File: src/rtl/spd_map.vh
// constants for the slave interrupt controller write decode and init sequencing
// assumes a single 8-bit data bus with write and read strobes on one clock
`ifndef SPD_MAP_VH
`define SPD_MAP_VH

`define SPD_PORT_BASE 16'h00A0
`define SPD_PORT_SECOND 16'h00A1

`define SPD_BIT_INIT_SEL 4
`define SPD_BIT_OP3_SEL 3
`define SPD_BIT_FOURTH 0
`define SPD_BIT_SINGLE 1
`define SPD_BIT_READ_REG 1
`define SPD_BIT_READ_ISR 0
`define SPD_BIT_POLL 2
`define SPD_CMD_HI 7
`define SPD_CMD_LO 5
`define SPD_MASK_HI 6
`define SPD_MASK_LO 5

`define SPD_SINGLE_FLAG 1'b0
`define SPD_INIT4_DEFAULT 8'h01
`define SPD_INIT1_RESET 8'h14
`define SPD_WORD_RESET 8'h00
`define SPD_UNMAPPED_READ 8'h00

`define SPD_CMD_ROT_CLR 3'h0
`define SPD_CMD_NS_EOI 3'h1
`define SPD_CMD_NOP 3'h2
`define SPD_CMD_SP_EOI 3'h3
`define SPD_CMD_ROT_SET 3'h4
`define SPD_CMD_ROT_NS 3'h5
`define SPD_CMD_SET_PRI 3'h6
`define SPD_CMD_ROT_SP 3'h7

`define SPD_SEQ_IDLE 2'h0
`define SPD_SEQ_W2 2'h1
`define SPD_SEQ_W3 2'h2
`define SPD_SEQ_W4 2'h3

`endif

File: src/rtl/spd_top.v
// slave controller port write decode and init word sequencer
// assumes host port strobes are synchronous to mclk_in; one write per strobe cycle
`timescale 1ns/1ps
`include "spd_map.vh"

module spd_top (
  input wire mclk_in,
  input wire rst_b_in,
  input wire ce_in,
  input wire wr_stb_in,
  input wire rd_stb_in,
  input wire [15:0] addr_in,
  input wire [7:0] wdata_in,
  input wire slave_cascade_enable_in,
  input wire [7:0] request_register_in,
  input wire [7:0] in_service_register_in,
  output reg [7:0] rdata_out,
  output reg [7:0] init_word_1_out,
  output reg [7:0] init_word_2_out,
  output reg [7:0] init_word_3_out,
  output reg [7:0] init_word_4_out,
  output reg [7:0] operation_word_2_out,
  output reg [7:0] operation_word_3_out,
  output reg init_busy_out,
  output reg [1:0] init_ptr_out,
  output reg special_mask_out,
  output reg poll_req_out,
  output reg rot_clr_out,
  output reg ns_eoi_out,
  output reg sp_eoi_out,
  output reg rot_set_out,
  output reg rot_ns_out,
  output reg set_pri_out,
  output reg rot_sp_out,
  output reg [7:0] level_onehot_out
);

  // -------------------------------------------------
  // pointer states
  // -------------------------------------------------
  localparam [1:0] seq_idle = `SPD_SEQ_IDLE;
  localparam [1:0] seq_w2 = `SPD_SEQ_W2;
  localparam [1:0] seq_w3 = `SPD_SEQ_W3;
  localparam [1:0] seq_w4 = `SPD_SEQ_W4;

  // -------------------------------------------------
  // decode of the write strobe
  // -------------------------------------------------
  wire live;
  wire base_wr;
  wire second_wr;
  wire wr_init1;
  wire wr_op2;
  wire wr_op3;
  wire fourth_flag;
  reg read_isr;
  reg [1:0] next_ptr;
  reg next_busy;
  wire c_rot_clr;
  wire c_ns_eoi;
  wire c_sp_eoi;
  wire c_rot_set;
  wire c_rot_ns;
  wire c_set_pri;
  wire c_rot_sp;
  wire [7:0] c_lvl;

  // bypassed slave ignores every control write
  assign live = ce_in & slave_cascade_enable_in;
  assign base_wr = live & wr_stb_in & (addr_in == `SPD_PORT_BASE);
  assign second_wr = live & wr_stb_in & (addr_in == `SPD_PORT_SECOND);
  assign wr_init1 = base_wr & wdata_in[`SPD_BIT_INIT_SEL];
  assign wr_op2 = base_wr & ~wdata_in[`SPD_BIT_INIT_SEL] & ~wdata_in[`SPD_BIT_OP3_SEL];
  assign wr_op3 = base_wr & ~wdata_in[`SPD_BIT_INIT_SEL] & wdata_in[`SPD_BIT_OP3_SEL];
  assign fourth_flag = init_word_1_out[`SPD_BIT_FOURTH];

  spd_cmd_decode u_cmd (
    .wr_op2_in(wr_op2),
    .data_in(wdata_in),
    .rot_clr_out(c_rot_clr),
    .ns_eoi_out(c_ns_eoi),
    .sp_eoi_out(c_sp_eoi),
    .rot_set_out(c_rot_set),
    .rot_ns_out(c_rot_ns),
    .set_pri_out(c_set_pri),
    .rot_sp_out(c_rot_sp),
    .level_onehot_out(c_lvl)
  );

  // -------------------------------------------------
  // init pointer next state
  // -------------------------------------------------
  always @* begin
    next_ptr = init_ptr_out;
    next_busy = init_busy_out;
    if (wr_init1) begin
      next_ptr = seq_w2;
      next_busy = 1'b1;
    end else if (second_wr && init_busy_out) begin
      case (init_ptr_out)
        seq_w2: next_ptr = seq_w3;
        seq_w3: begin
          // single mode never exists, so word 3 is always taken
          if (fourth_flag) begin
            next_ptr = seq_w4;
          end else begin
            next_ptr = seq_idle;
            next_busy = 1'b0;
          end
        end
        seq_w4: begin
          next_ptr = seq_idle;
          next_busy = 1'b0;
        end
        default: next_ptr = seq_idle;
      endcase
    end
  end

  // -------------------------------------------------
  // sequencer registers
  // -------------------------------------------------
  always @(posedge mclk_in) begin
    if (!rst_b_in) begin
      init_busy_out <= 1'b0;
      init_ptr_out <= seq_idle;
    end else if (ce_in) begin
      init_ptr_out <= next_ptr;
      init_busy_out <= next_busy;
    end
  end

  // -------------------------------------------------
  // initialization words
  // -------------------------------------------------
  always @(posedge mclk_in) begin
    if (!rst_b_in) begin
      init_word_1_out <= `SPD_INIT1_RESET;
      init_word_2_out <= `SPD_WORD_RESET;
      init_word_3_out <= `SPD_WORD_RESET;
      init_word_4_out <= `SPD_INIT4_DEFAULT;
    end else if (ce_in) begin
      if (wr_init1) begin
        // single flag forced, vector interval bit kept as written
        init_word_1_out <= {wdata_in[7:2], `SPD_SINGLE_FLAG, wdata_in[0]};
        if (!wdata_in[`SPD_BIT_FOURTH])
          init_word_4_out <= `SPD_INIT4_DEFAULT;
      end
      // second-port writes outside a sequence are dropped silently
      if (second_wr && init_busy_out) begin
        if (init_ptr_out == seq_w2)
          init_word_2_out <= wdata_in;
        if (init_ptr_out == seq_w3)
          init_word_3_out <= wdata_in;
        if (init_ptr_out == seq_w4)
          init_word_4_out <= wdata_in;
      end
    end
  end

  // -------------------------------------------------
  // operation words and their side effects
  // -------------------------------------------------
  always @(posedge mclk_in) begin
    if (!rst_b_in) begin
      operation_word_2_out <= `SPD_WORD_RESET;
      operation_word_3_out <= `SPD_WORD_RESET;
      read_isr <= 1'b0;
      special_mask_out <= 1'b0;
      poll_req_out <= 1'b0;
    end else if (ce_in) begin
      poll_req_out <= wr_op3 & wdata_in[`SPD_BIT_POLL];
      if (wr_op2)
        operation_word_2_out <= wdata_in;
      if (wr_op3) begin
        operation_word_3_out <= wdata_in;
        // read select moves only when bit 1 asks for it
        if (wdata_in[`SPD_BIT_READ_REG])
          read_isr <= wdata_in[`SPD_BIT_READ_ISR];
        if (wdata_in[`SPD_MASK_HI])
          special_mask_out <= wdata_in[`SPD_MASK_LO];
      end
    end
  end

  // -------------------------------------------------
  // command pulses, one cycle each
  // -------------------------------------------------
  // registered so decoder glitches never leave the block
  always @(posedge mclk_in) begin
    if (!rst_b_in) begin
      rot_clr_out <= 1'b0;
      ns_eoi_out <= 1'b0;
      sp_eoi_out <= 1'b0;
      rot_set_out <= 1'b0;
      rot_ns_out <= 1'b0;
      set_pri_out <= 1'b0;
      rot_sp_out <= 1'b0;
      level_onehot_out <= `SPD_WORD_RESET;
    end else if (ce_in) begin
      rot_clr_out <= c_rot_clr;
      ns_eoi_out <= c_ns_eoi;
      sp_eoi_out <= c_sp_eoi;
      rot_set_out <= c_rot_set;
      rot_ns_out <= c_rot_ns;
      set_pri_out <= c_set_pri;
      rot_sp_out <= c_rot_sp;
      level_onehot_out <= c_lvl;
    end
  end

  // -------------------------------------------------
  // read path
  // -------------------------------------------------
  always @(posedge mclk_in) begin
    if (!rst_b_in) begin
      rdata_out <= `SPD_WORD_RESET;
    end else if (ce_in) begin
      // registered on the strobe; selection kept until an op3 write with bit 1 set
      if (rd_stb_in && addr_in == `SPD_PORT_BASE)
        rdata_out <= read_isr ? in_service_register_in : request_register_in;
      else if (rd_stb_in)
        rdata_out <= `SPD_UNMAPPED_READ;
    end
  end

endmodule // spd_top

File: src/rtl/spd_cmd_decode.v
// eoi and priority command decoder for operation word 2
// assumes data and strobe come from the same clock domain
`timescale 1ns/1ps
`include "spd_map.vh"

module spd_cmd_decode (
  input wire wr_op2_in,
  input wire [7:0] data_in,
  output reg rot_clr_out,
  output reg ns_eoi_out,
  output reg sp_eoi_out,
  output reg rot_set_out,
  output reg rot_ns_out,
  output reg set_pri_out,
  output reg rot_sp_out,
  output reg [7:0] level_onehot_out
);

  wire [2:0] cmd;
  wire [2:0] lvl;
  wire [7:0] lvl_hit;
  wire lvl_used;
  genvar gi;

  assign cmd = data_in[`SPD_CMD_HI:`SPD_CMD_LO];
  assign lvl = data_in[2:0];

  always @* begin
    rot_clr_out = 1'b0;
    ns_eoi_out = 1'b0;
    sp_eoi_out = 1'b0;
    rot_set_out = 1'b0;
    rot_ns_out = 1'b0;
    set_pri_out = 1'b0;
    rot_sp_out = 1'b0;
    if (wr_op2_in) begin
      case (cmd)
        `SPD_CMD_ROT_CLR: rot_clr_out = 1'b1;
        `SPD_CMD_NS_EOI: ns_eoi_out = 1'b1;
        `SPD_CMD_SP_EOI: sp_eoi_out = 1'b1;
        `SPD_CMD_ROT_SET: rot_set_out = 1'b1;
        `SPD_CMD_ROT_NS: rot_ns_out = 1'b1;
        `SPD_CMD_SET_PRI: set_pri_out = 1'b1;
        `SPD_CMD_ROT_SP: rot_sp_out = 1'b1;
        default: rot_clr_out = 1'b0; // no operation code
      endcase
    end
  end

  // -------------------------------------------------
  // level one-hot, only for specific commands and set priority
  // -------------------------------------------------
  generate
    for (gi = 0; gi < 8; gi = gi + 1) begin : g_lvl
      assign lvl_hit[gi] = (lvl == gi);
    end
  endgenerate

  // only the specific commands and set priority name a line
  assign lvl_used = wr_op2_in & ((cmd == `SPD_CMD_SP_EOI) | (cmd == `SPD_CMD_SET_PRI)
    | (cmd == `SPD_CMD_ROT_SP));

  // one driver for the whole vector keeps the bits from splitting across processes
  always @* begin
    level_onehot_out = lvl_used ? lvl_hit : 8'h00;
  end

endmodule // spd_cmd_decode

File: config.mk
export PLATFORM = sky130hd
export DESIGN_NAME = spd_top
export DESIGN_NICKNAME = d
export VERILOG_FILES = /design/src/rtl/spd_top.v /design/src/rtl/spd_cmd_decode.v
export VERILOG_INCLUDE_DIRS = /design/src /design/src/rtl
export SDC_FILE = /design/constraint.sdc
export NUM_CORES = 1
export LEC_CHECK = 0
export ABC_AREA = 1
export BUFFER_PORTS_ARGS = -buffer_cell sky130_fd_sc_hd__buf_2
export CORE_ASPECT_RATIO = 1.2
export CORE_MARGIN = 10
export CORE_UTILIZATION = 50
export CTS_BUF_LIST = sky130_fd_sc_hd__clkbuf_2 sky130_fd_sc_hd__clkbuf_4 sky130_fd_sc_hd__clkbuf_8
export DETAILED_ROUTE_END_ITERATION = 10
export GPL_ROUTABILITY_DRIVEN = 0
export PLACE_DENSITY = 0.81
export SYNTH_ARGS = -nofsm -noshare
export SYNTH_HDL_FRONTEND = slang
export SYNTH_SLANG_ARGS = --single-unit
File: constraint.sdc
create_clock -name mclk_in -period 3.1 [get_ports mclk_in]
set_input_delay 0.155 -clock mclk_in [delete_from_list [all_inputs] [get_ports mclk_in]]
set_output_delay 0.155 -clock mclk_in [all_outputs]
set_load 0.05 [all_outputs]
==> run metrics, run 1 <==
Arr. time, crit path 1820 ps; initial antenna violation count 0; largest fanout of any net on the critical path 11; Mean Syn Cell Area around 7.4 µm²; number of buffers inserted by hold repair at cts 0; crit-path cells buf_2 > nor2_1 > nand2_1 > nor2_2 > nand3_1 > nor2_1 > inv_1 > nand2_1 > nor2_1 > nor2_1; Critical Path Sink Type flop; Std-Cell Rows 32; cell-internal power 1.379 mW; full die area 10150 µm²; sequential share of the synthesized area 46.75%; slew of the pin with the lowest slew margin 1212 ps; total routing usage reported by global routing 18.81%; Synth top area share 46.75%; Final Skew around 4.5 ps; power share of the combinational group 6.1%; Post-Route Setup TNS 0 ps; Worst Slack Setup Final 1570 ps; distinct cell type count after synthesis 31; share of final-layout standard cells stronger than drive strength 1 30.40%; remaining antenna violation count after routing 0; final WL 9598 µm; r2r startpoint init_ptr_out[0]; first-pass GRT wire length roughly 15000 µm; met3 Usage GRT 6.519%; clock tree root driver cell sky130_fd_sc_hd__clkbuf_8; highest cell delay on the worst timing path 490 ps; part of the total power dissipated in sequential elements 53.2%; maximum number of pins on one net before global-route repair 41; switch share 24.87%; vias in the first global route about 3300; Setup-failing EPs final 0; count of state elements after synthesis 76; EDFF count, synth 0; global routing usage on met1 21.00%; H-tree lvl count 3; number of remaining DRC errors 0; CTS Buf Count 9; pre-CTS setup slack approximately 1200 ps; family with the most delay on the worst path simple AND/OR/NAND/NOR gates; proportion of power drawn by the clock network between 40% and 50%; final slew viol count 0; classification of the worst setup path primary input to flop; Remaining Overflow, GRT 0; most numerous cell in the Yosys netlist sky130_fd_sc_hd__nor2_1; setup repair after global routing missed its margin false; Setup crit start addr_in[3]; Synth top cells by count 97 x sky130_fd_sc_hd__nor2_1, 83 x sky130_fd_sc_hd__nand2_1, 76 x sky130_fd_sc_hd__dfxtp_1; headroom to the max-slew limit a little under a fifth; buffers plus inverters on the worst setup path 2; maximum operating frequency 0.6537 GHz; Clock transition at path regs roughly 80 ps; insertion delay to the later sink of the worst-skew pair 350 ps; routing usage on met2 31.67%; type of the tightest min-delay check primary input to flop; count of input and output buffers 120; total of cells resized after clock tree synthesis 0; I/O pin count 122; horizontal die dimension 93.65 µm; total vias in the final route 3292; initial core utilization 51.12%; post-synth design cell area 3254 µm²; synth warn 0; Worst Path Required ~3400 ps; vertical extent of the die 108.4 µm; TritonCTS clock tree yes; Synth Net Count 486; min-delay src request_register_in[4]; Syn-to-layout area delta 25.11%; detailed placement HPWL 7140 µm; leading area contributor after synthesis sky130_fd_sc_hd__dfxtp_1; total design power 1.836 mW; shortest clock period the worst path allows after layout roughly 1500 ps; Worst Setup Start Kind primary input; outcome complete, no violations; number of buffers on the longest clock path 2; final hold violation count 0; Main synth FF type sky130_fd_sc_hd__dfxtp_1; fraction of registers with async set/reset 0%; Max Cap Violations 0; per-cell via count in the routed design roughly 5.1; number of antenna diodes 0; dominant cell type by count on the critical path sky130_fd_sc_hd__nor2_1; DR pass1 iterations 5; cell count after synthesis about 440; Sink Count 76; Peak VDD IR 0.2758 mV; net load switching power 0.4564 mW; final worst path period share approximately 49%; initial drt markers 230; Post-CTS Repair Setup Buffers 0; core region area 6366 µm²; cell area power density roughly 450 nW/µm²; Slowest cell on crit path sky130_fd_sc_hd__nor2_1; final cell utilization of the core 63.95%; number of nets in the layout 600; leakage component of the power 1.967 nW; post-DR wirelength/cell between 10 and 15 µm; Synth area leaders sky130_fd_sc_hd__dfxtp_1 47%, sky130_fd_sc_hd__nor2_1 11%, sky130_fd_sc_hd__nand2_1 9.6%; busiest layer in global routing met2
registers in the layout (all words and copies together), names as in the netlist, 7 cells and up:
name	flops
init_word_2_out	8
init_word_3_out	8
init_word_4_out	8
level_onehot_out	8
operation_word_2_out	8
operation_word_3_out	8
rdata_out	8
init_word_1_out	7
worst min-delay path: stages:
cell,delay [ps]
sky130_fd_sc_hd__buf_2,80
sky130_fd_sc_hd__o211ai_1,70
sky130_fd_sc_hd__a21oi_1,120
final timing paths:
check / cells past startpoint / slack, ps / end
max: 10 / 1570 / init_ptr_out[1]
min: 3 / 100 / rdata_out[4]
max reg2reg: 6 / 1630 / init_word_4_out[4]
min reg2reg: 2 / 430 / operation_word_3_out[4]
cell type report:
cell class,instances,area (µm²)
multi-input cells,311,1525
clock inverters,7,67.56
well taps,85,106.4
inverters,33,126.4
flip-flops and latches,76,1521
repair buffers,120,600.6
fillers,587,2295
clock buffers,9,123.9
power by group through the flow:
stage	sequential, mW	clock, mW	combinational (mW)
floorplan	1.00	0	0.0592
global placement	1.00	0	0.107
detailed placement	1.00	0	0.110
CTS	0.976	0.750	0.111
global route	0.977	0.788	0.122
finish	0.976	0.748	0.111
kinds of logic (layout without fill, tap and decap cells):
| kind of cell | count (synthesis) | in the layout | synth area share (%) |
|---|---|---|---|
| multiplexers | 6 | 6 | 2.076 |
| flip-flops | 76 | 76 | 46.75 |
| adder cells (fa/ha/maj) | 3 | 3 | 1.154 |
| buffers and inverters | 50 | 169 | 6.382 |
| AND/OR/NAND/NOR | 223 | 223 | 30.91 |
| AO/OA/AOI/OAI | 78 | 78 | 12.61 |
| other | 1 | 1 | 0.1152 |
layer usage:
metal,up-vias,share of wire (%)
met5,-,0
met4,0,2.3
met3,18,9.3
met2,143,48
met1,1494,40
li1,1637,-
per-stage QoR:
step | std cells | area, µm² | hold slack, ps
after global placement | 625 | 3880 | 421.1
after detailed placement | 625 | 3880 | 421.1
after global routing | 641 | 4071 | 113.5
after floorplan | 437 | 3254 | 289.9
after CTS | 641 | 4071 | 113.4
final | 641 | 4071 | 101.6
placed cells by master, fill, tap and decap left out, types with 2 or more instances in the layout:
master / instances
sky130_fd_sc_hd__inv_1: 27
sky130_fd_sc_hd__nor2_4: 3
sky130_fd_sc_hd__nand2_1: 83
sky130_fd_sc_hd__a21oi_1: 42
sky130_fd_sc_hd__nand2_4: 2
sky130_fd_sc_hd__nor2_1: 97
sky130_fd_sc_hd__clkinv_4: 2
sky130_fd_sc_hd__nand4_1: 18
sky130_fd_sc_hd__nor3_1: 2
sky130_fd_sc_hd__nor2_2: 4
sky130_fd_sc_hd__nor2_8: 2
sky130_fd_sc_hd__nand3_1: 3
sky130_fd_sc_hd__clkbuf_8: 9
sky130_fd_sc_hd__clkinv_2: 6
sky130_fd_sc_hd__o211ai_1: 3
sky130_fd_sc_hd__nand3_2: 3
sky130_fd_sc_hd__ha_1: 3
sky130_fd_sc_hd__buf_2: 120
sky130_fd_sc_hd__dfxtp_1: 76
sky130_fd_sc_hd__o21ai_1: 3
sky130_fd_sc_hd__mux2_2: 6
sky130_fd_sc_hd__inv_2: 4
sky130_fd_sc_hd__nand2_2: 4
sky130_fd_sc_hd__o21ai_0: 27
Note: power is estimated with default switching activity, not from simulation.
==> run 2, diff against run 1 <==
--- a/config.mk
+++ b/config.mk
@@ -10,11 +10,11 @@
 export BUFFER_PORTS_ARGS = -buffer_cell sky130_fd_sc_hd__buf_2
 export CORE_ASPECT_RATIO = 1.2
 export CORE_MARGIN = 10
-export CORE_UTILIZATION = 50
+export CORE_UTILIZATION = 46
 export CTS_BUF_LIST = sky130_fd_sc_hd__clkbuf_2 sky130_fd_sc_hd__clkbuf_4 sky130_fd_sc_hd__clkbuf_8
 export DETAILED_ROUTE_END_ITERATION = 10
 export GPL_ROUTABILITY_DRIVEN = 0
-export PLACE_DENSITY = 0.81
+export PLACE_DENSITY = 0.78
 export SYNTH_ARGS = -nofsm -noshare
 export SYNTH_HDL_FRONTEND = slang
 export SYNTH_SLANG_ARGS = --single-unit
==> constraint.sdc (replaced) <==
create_clock -name mclk_in -period 1.2 [get_ports mclk_in]
set_input_delay 0.06 -clock mclk_in [delete_from_list [all_inputs] [get_ports mclk_in]]
set_output_delay 0.06 -clock mclk_in [all_outputs]
set_load 0.05 [all_outputs]
==> run 2 against run 1 <==
Net effect:
- clock power up 140%
- critical path type is now flop to flop
- largest cell class unchanged
- the flow now finishes with violations (setup timing)
- cell area up 9.7%
- combinational power rose to 3.2 times the previous value
==> run metrics, run 2 (synthesized netlist as in run 1, its figures left out) <==
outcome finished with violations; violated checks setup timing; post-placement cell count 659; Std-Cell Rows 33; power share of the combinational group under 10%; share of final-layout standard cells stronger than drive strength 1 39.02%; area used by multi-input combinational logic 1624 µm²; Peak VDD IR 0.9610 mV; Max Cap Violations 0; insertion delay to the later sink of the worst-skew pair 350 ps; Post-Route Setup TNS -1341 ps; proportion of power drawn by the clock network between 30 and 40%; remaining antenna violation count after routing 0; most frequent cells in the layout 120 x sky130_fd_sc_hd__buf_2, 89 x sky130_fd_sc_hd__nor2_1, 79 x sky130_fd_sc_hd__nand2_1; clock tree root driver cell sky130_fd_sc_hd__clkbuf_8; shortest clock period the worst path allows after layout 1306 ps; Remaining Overflow, GRT 0; switch share 26.70%; Syn-to-layout area delta 37.22%; final WL 9820 µm; initial core utilization 47.48%; classification of the worst setup path flop to flop; largest fanout of any net on the critical path 5; DR pass1 iterations 4; net load switching power 1.252 mW; vertical extent of the die approximately 110 µm; Filler cells 617; count of input and output buffers 120; per-cell via count in the routed design 4.997; vias in the first global route approximately 3300; total design power 4.688 mW; final hold violation count 0; worst hold slack 16.48 ps; TritonCTS clock tree yes; Arr. time, crit path approximately 1600 ps; Worst Slack Setup Final -105.6 ps; Final Non-Filler Cells 679; setup repair after global routing missed its margin true; Worst Setup Start Kind flop; number of nets in the layout 636; total vias in the final route 3393; total routing usage reported by global routing 16.97%; full die area 10850 µm²; maximum number of pins on one net before global-route repair 37; flip-flop and latch area 1534 µm²; final slew viol count 0; type of the tightest min-delay check primary input to flop; H-tree lvl count 3; Clock transition at path regs 80 ps; core region area 6854 µm²; Sink Count 76; initial drt markers 138; Setup-failing EPs final 23; cell-internal power ~3.4 mW; number of remaining DRC errors 0; final worst path period share 108.8%; CTS Buf Count 9; most common cell after layout, fill and taps aside sky130_fd_sc_hd__buf_2; maximum operating frequency about 0.77 GHz; part of the total power dissipated in sequential elements 53.7%; Worst Path Required 1490 ps; initial antenna violation count 0; I/O pin count 122; first-pass GRT wire length around 15000 µm; horizontal die dimension approximately 97 µm; number of buffers inserted by hold repair at cts 0; cell area power density 1050 nW/µm²; Final Skew ~5.8 ps; post-DR wirelength/cell roughly 14 µm; leakage component of the power 2.150 nW; number of buffers on the longest clock path 2; detailed placement HPWL 7485 µm; number of antenna diodes 0; Critical Path Sink Type flop
==> run 2: cell count changes in the layout (fill, tap and decap cells not counted), moves of 4 or more <==
| cell | previous run | this run |
|---|---|---|
| sky130_fd_sc_hd__dfxtp_1 | 76 | 72 |
| sky130_fd_sc_hd__o21ai_0 | 27 | 15 |
| sky130_fd_sc_hd__buf_4 | 0 | 32 |
| sky130_fd_sc_hd__nor2_1 | 97 | 89 |
| sky130_fd_sc_hd__o21ai_2 | 0 | 5 |
| sky130_fd_sc_hd__nor2_2 | 4 | 8 |
| sky130_fd_sc_hd__inv_6 | 0 | 4 |
| sky130_fd_sc_hd__nor2_4 | 3 | 8 |
| sky130_fd_sc_hd__o21ai_1 | 3 | 10 |
| sky130_fd_sc_hd__nand2_1 | 83 | 79 |
| sky130_fd_sc_hd__clkinv_2 | 6 | 2 |
==> run 2: repair_timing <==
item / CTS / global route
setup endpoints to repair: 27 / 28
buffers inserted: 0 / 3
pin swaps: 1 / 28
gates resized for setup: 3 / 38
cloned: 0 / 1
==> run 2: power by group through the flow <==
| stage | clock [mW] | combinational, mW | sequential (mW) |
|---|---|---|---|
| 2_1_floorplan | 0 | 0.153 | 2.58 |
| 3_3_place_gp | 0 | 0.338 | 2.58 |
| 3_5_place_dp | 0 | 0.345 | 2.58 |
| 4_1_cts | 1.84 | 0.346 | 2.52 |
| 5_1_grt | 1.94 | 0.389 | 2.52 |
| 6_report | 1.82 | 0.356 | 2.52 |
==> run 2: area by class of cell <==
class,instances,area share (%)
clock inverter,7,1.345
inverter,33,2.942
multi-input combinational,312,36.37
sequential,76,34.35
timing repair buffer,155,19.78
clock buffer,9,2.774
tap,87,2.438
==> run 2: path summary, 6_finish.rpt <==
kind | from | endpoint | slack [ps] | cells past startpoint
setup / recovery | init_busy_out | init_word_3_out[7] | -110 | 7
hold / removal | request_register_in[4] | rdata_out[4] | 20 | 3
setup reg to reg | init_busy_out | init_word_3_out[7] | -110 | 7
hold reg to reg | operation_word_2_out[3] | operation_word_2_out[3] | 430 | 2
==> run 2: critical path, stage by stage, from the launching register on <==
cell and delay, ps:
sky130_fd_sc_hd__dfxtp_4 350, sky130_fd_sc_hd__nand4_1 140, sky130_fd_sc_hd__nor2_4 180, sky130_fd_sc_hd__nand2_4 120, sky130_fd_sc_hd__buf_6 140, sky130_fd_sc_hd__nor2_4 120
sky130_fd_sc_hd__o21ai_1 70, sky130_fd_sc_hd__nor2_1 120
==> run 2: metrics by stage <==
| step | setup slack (ps) | cell area (µm²) | util, % |
|---|---|---|---|
| final | -105.6 | 4466 | 65.15 |
| after global routing | -158.0 | 4466 | 65.15 |
| after CTS | -75.19 | 4353 | 63.51 |
| after detailed placement | -238.5 | 4159 | 60.68 |
| after global placement | -103.3 | 4159 | 60.68 |
| after floorplan | -44.92 | 3279 | - |
==> run 2: layer usage <==
layer / GRT usage [%] / wire [µm] / up-vias
li1: - / - / 1715
met1: 18.56 / 4024 / 1557
met2: 29.46 / 4873 / 106
met3: 6.258 / 759 / 15
met4: 6.010 / 163 / 0
met5: 0 / 0 / -
==> run 3, diff against run 2 <==
--- a/config.mk
+++ b/config.mk
@@ -14,7 +14,8 @@
 export CTS_BUF_LIST = sky130_fd_sc_hd__clkbuf_2 sky130_fd_sc_hd__clkbuf_4 sky130_fd_sc_hd__clkbuf_8
 export DETAILED_ROUTE_END_ITERATION = 10
 export GPL_ROUTABILITY_DRIVEN = 0
-export PLACE_DENSITY = 0.78
+export PLACE_DENSITY = 0.79
 export SYNTH_ARGS = -nofsm -noshare
 export SYNTH_HDL_FRONTEND = slang
+export SYNTH_HIERARCHICAL = 1
 export SYNTH_SLANG_ARGS = --single-unit
==> run 3 against run 2 <==
Net effect:
- combinational power grew 31%
- via count is 1.1% lower
- clock power grew 12%
- sequential share of layout area fell by 0.47 points
- final cell count up 0.74%
- clock skew is essentially flat
- count of clock-buffer cells in the layout rose by 1
- largest cell class unchanged
- sequential power is essentially flat
- worst setup slack better by 63 ps
- first-iteration DRC count up 34%
- the run still ends with setup timing left
- register-to-register slack better by 60 ps
==> run metrics, run 3 <==
I/O pin count 122; shortest clock period the worst path allows after layout around 1200 ps; classification of the worst setup path flop to flop; flip-flop and latch area 1534 µm²; cell count after synthesis 448; Mean Syn Cell Area 7.166 µm²; Clock transition at path regs 80 ps; CTS Buf Count 9; final WL 9909 µm; EDFF count, synth 0; Worst Setup Start Kind flop; family with the most delay on the worst path simple AND/OR/NAND/NOR gates; most numerous cell in the Yosys netlist sky130_fd_sc_hd__nor2_1; count of input and output buffers between 100 and 150; post-DR wirelength/cell 14.49 µm; number of antenna diodes 0; Critical Path Sink Type flop; sequential share of the synthesized area a little under half; violated checks setup timing; vertical extent of the die 111.5 µm; highest cell delay on the worst timing path 350 ps; initial drt markers 185; dominant cell type by count on the critical path sky130_fd_sc_hd__nor2_1; outcome finished with violations; Synth top cells by count 125 x sky130_fd_sc_hd__nor2_1, 76 x sky130_fd_sc_hd__dfxtp_1, 66 x sky130_fd_sc_hd__nand2_1; number of nets in the layout between 600 and 700; Sink Count 76; final cell utilization of the core 66.45%; Final Non-Filler Cells 684; synth warn 6; Worst Path Required 1450 ps; DR pass1 iterations 4; Peak VDD IR 0.8713 mV; horizontal die dimension approximately 96 µm; number of buffers on the longest clock path 2; global routing usage on met1 21.39%; leading area contributor after synthesis sky130_fd_sc_hd__dfxtp_1; met3 Usage GRT between 6 and 7%; total routing usage reported by global routing between 15 and 20%; full die area 10740 µm²; type of the tightest min-delay check primary input to flop; Slowest cell on crit path sky130_fd_sc_hd__dfxtp_4; buffers plus inverters on the worst setup path 1; per-cell via count in the routed design between 4 and 5; detailed placement HPWL 7209 µm; maximum operating frequency roughly 0.8 GHz; first-pass GRT wire length 15530 µm; H-tree lvl count 3; Synth Net Count 497; final worst path period share 103.5%; distinct cell type count after synthesis 30; Arr. time, crit path between 1000 and 1500 ps; share of final-layout standard cells stronger than drive strength 1 39.70%; remaining antenna violation count after routing 0; largest fanout of any net on the critical path 8; area used by multi-input combinational logic about 1700 µm²; Setup-failing EPs final 18; leakage component of the power ~2.1 nW; min-delay src request_register_in[0]; r2r startpoint init_busy_out; count of state elements after synthesis 76; fraction of registers with async set/reset 0%; Synth area leaders sky130_fd_sc_hd__dfxtp_1 47%, sky130_fd_sc_hd__nor2_1 15%, sky130_fd_sc_hd__nand2_1 7.7%; core region area roughly 7000 µm²; final slew viol count 0; most frequent cells in the layout 120 x sky130_fd_sc_hd__buf_2, 113 x sky130_fd_sc_hd__nor2_1, 72 x sky130_fd_sc_hd__dfxtp_1; Remaining Overflow, GRT 0; cell area power density 1116 nW/µm²; number of remaining DRC errors 0; Filler cells 622; post-synth design cell area about 3200 µm²; initial antenna violation count 0; insertion delay to the later sink of the worst-skew pair 350 ps; Synth top area share a little under half; final hold violation count 0; most common cell after layout, fill and taps aside sky130_fd_sc_hd__buf_2; Setup crit start init_busy_out; total vias in the final route between 3000 and 4000; setup repair after global routing missed its margin true; initial core utilization 47.13%; maximum number of pins on one net before global-route repair 53; pre-CTS setup slack -256.5 ps; crit-path cells nand4_1 > nor2_2 > nand2_4 > nor2_4 > inv_2 > nor2_1 > nor2_1; Std-Cell Rows 33; Syn-to-layout area delta 41.00%; Max Cap Violations 0; vias in the first global route 3279; Main synth FF type sky130_fd_sc_hd__dfxtp_1; Final Skew 5.765 ps; clock tree root driver cell sky130_fd_sc_hd__clkbuf_8; post-placement cell count 667; routing usage on met2 28.36%; Worst Slack Setup Final -42.40 ps; TritonCTS clock tree yes; busiest layer in global routing met2
run 3: cell types whose count changed after synthesis, moves of 5 or more:
cell	before	now
sky130_fd_sc_hd__a21oi_1	42	25
sky130_fd_sc_hd__inv_1	27	32
sky130_fd_sc_hd__mux2_2	6	0
sky130_fd_sc_hd__nand2_1	83	66
sky130_fd_sc_hd__nand3_1	3	13
sky130_fd_sc_hd__nand4_1	18	5
sky130_fd_sc_hd__nor2_1	97	125
sky130_fd_sc_hd__o21ai_0	27	47
sky130_fd_sc_hd__or2_2	1	6
run 3: cells by family after synthesis:
kind of cell	after synthesis	synth area share [%]
flops	76	47.39
buf+inv	53	6.508
simple gates	234	31.29
other cells	1	0.1168
fa+ha+maj	3	1.169
compound gates	81	13.52
run 3: worst paths after layout:
| path | end | slack (ps) | depth (start not counted) |
|---|---|---|---|
| hold / removal | rdata_out[0] | 20 | 3 |
| setup / recovery | init_word_3_out[3] | -40 | 7 |
| hold reg to reg | operation_word_3_out[4] | 430 | 2 |
| setup reg to reg | init_word_3_out[3] | -40 | 7 |
run 3: per-layer routing:
metal  up-vias  part of all wire (%)
li1       1714                     -
met1      1506                    40
met2       126                    48
met3         8                    11
met4         0                   1.1
met5         -                     0
run 3: metrics by stage:
stage               instance area (µm²)  TNS [ps]  hold slack [ps]  power, mW
floorplan                          3316     -2139            186.2      2.861
global placement                   4197     -6630            361.0      3.060
detailed placement                 4197     -8253            369.6      3.067
CTS                                4454    -784.1            7.590      5.099
global route                       4527     -3157            36.73      5.246
finish                             4527    -437.0            17.80      5.053
run 3: cell type report:
cell class	count	area share, %
clock inverter	6	1.575
sequential	76	33.89
multi-input combinational	319	36.93
inverter	39	3.455
clock buffer	10	3.040
tap	87	2.405
timing repair buffer	147	18.71
run 3: worst min-delay path, delay by kind of cell:
family,cells,cell delay [ps]
buffers and inverters,1,80
AO/OA/AOI/OAI,2,190
run 3: where the power goes:
| group | switching [mW] | internal (mW) |
|---|---|---|
| sequential | 0.0130 | 2.54 |
| combinational | 0.324 | 0.143 |
| clock | 0.998 | 1.04 |
run 3: timing repair:
item | CTS | global route
resized for setup | 14 | 28
endpoints found under the setup margin | 25 | 31
pin swaps | 11 | 13
endpoints found under the hold margin | 1 | 0
setup buffers | 0 | 0
hold buffers | 1 | 0
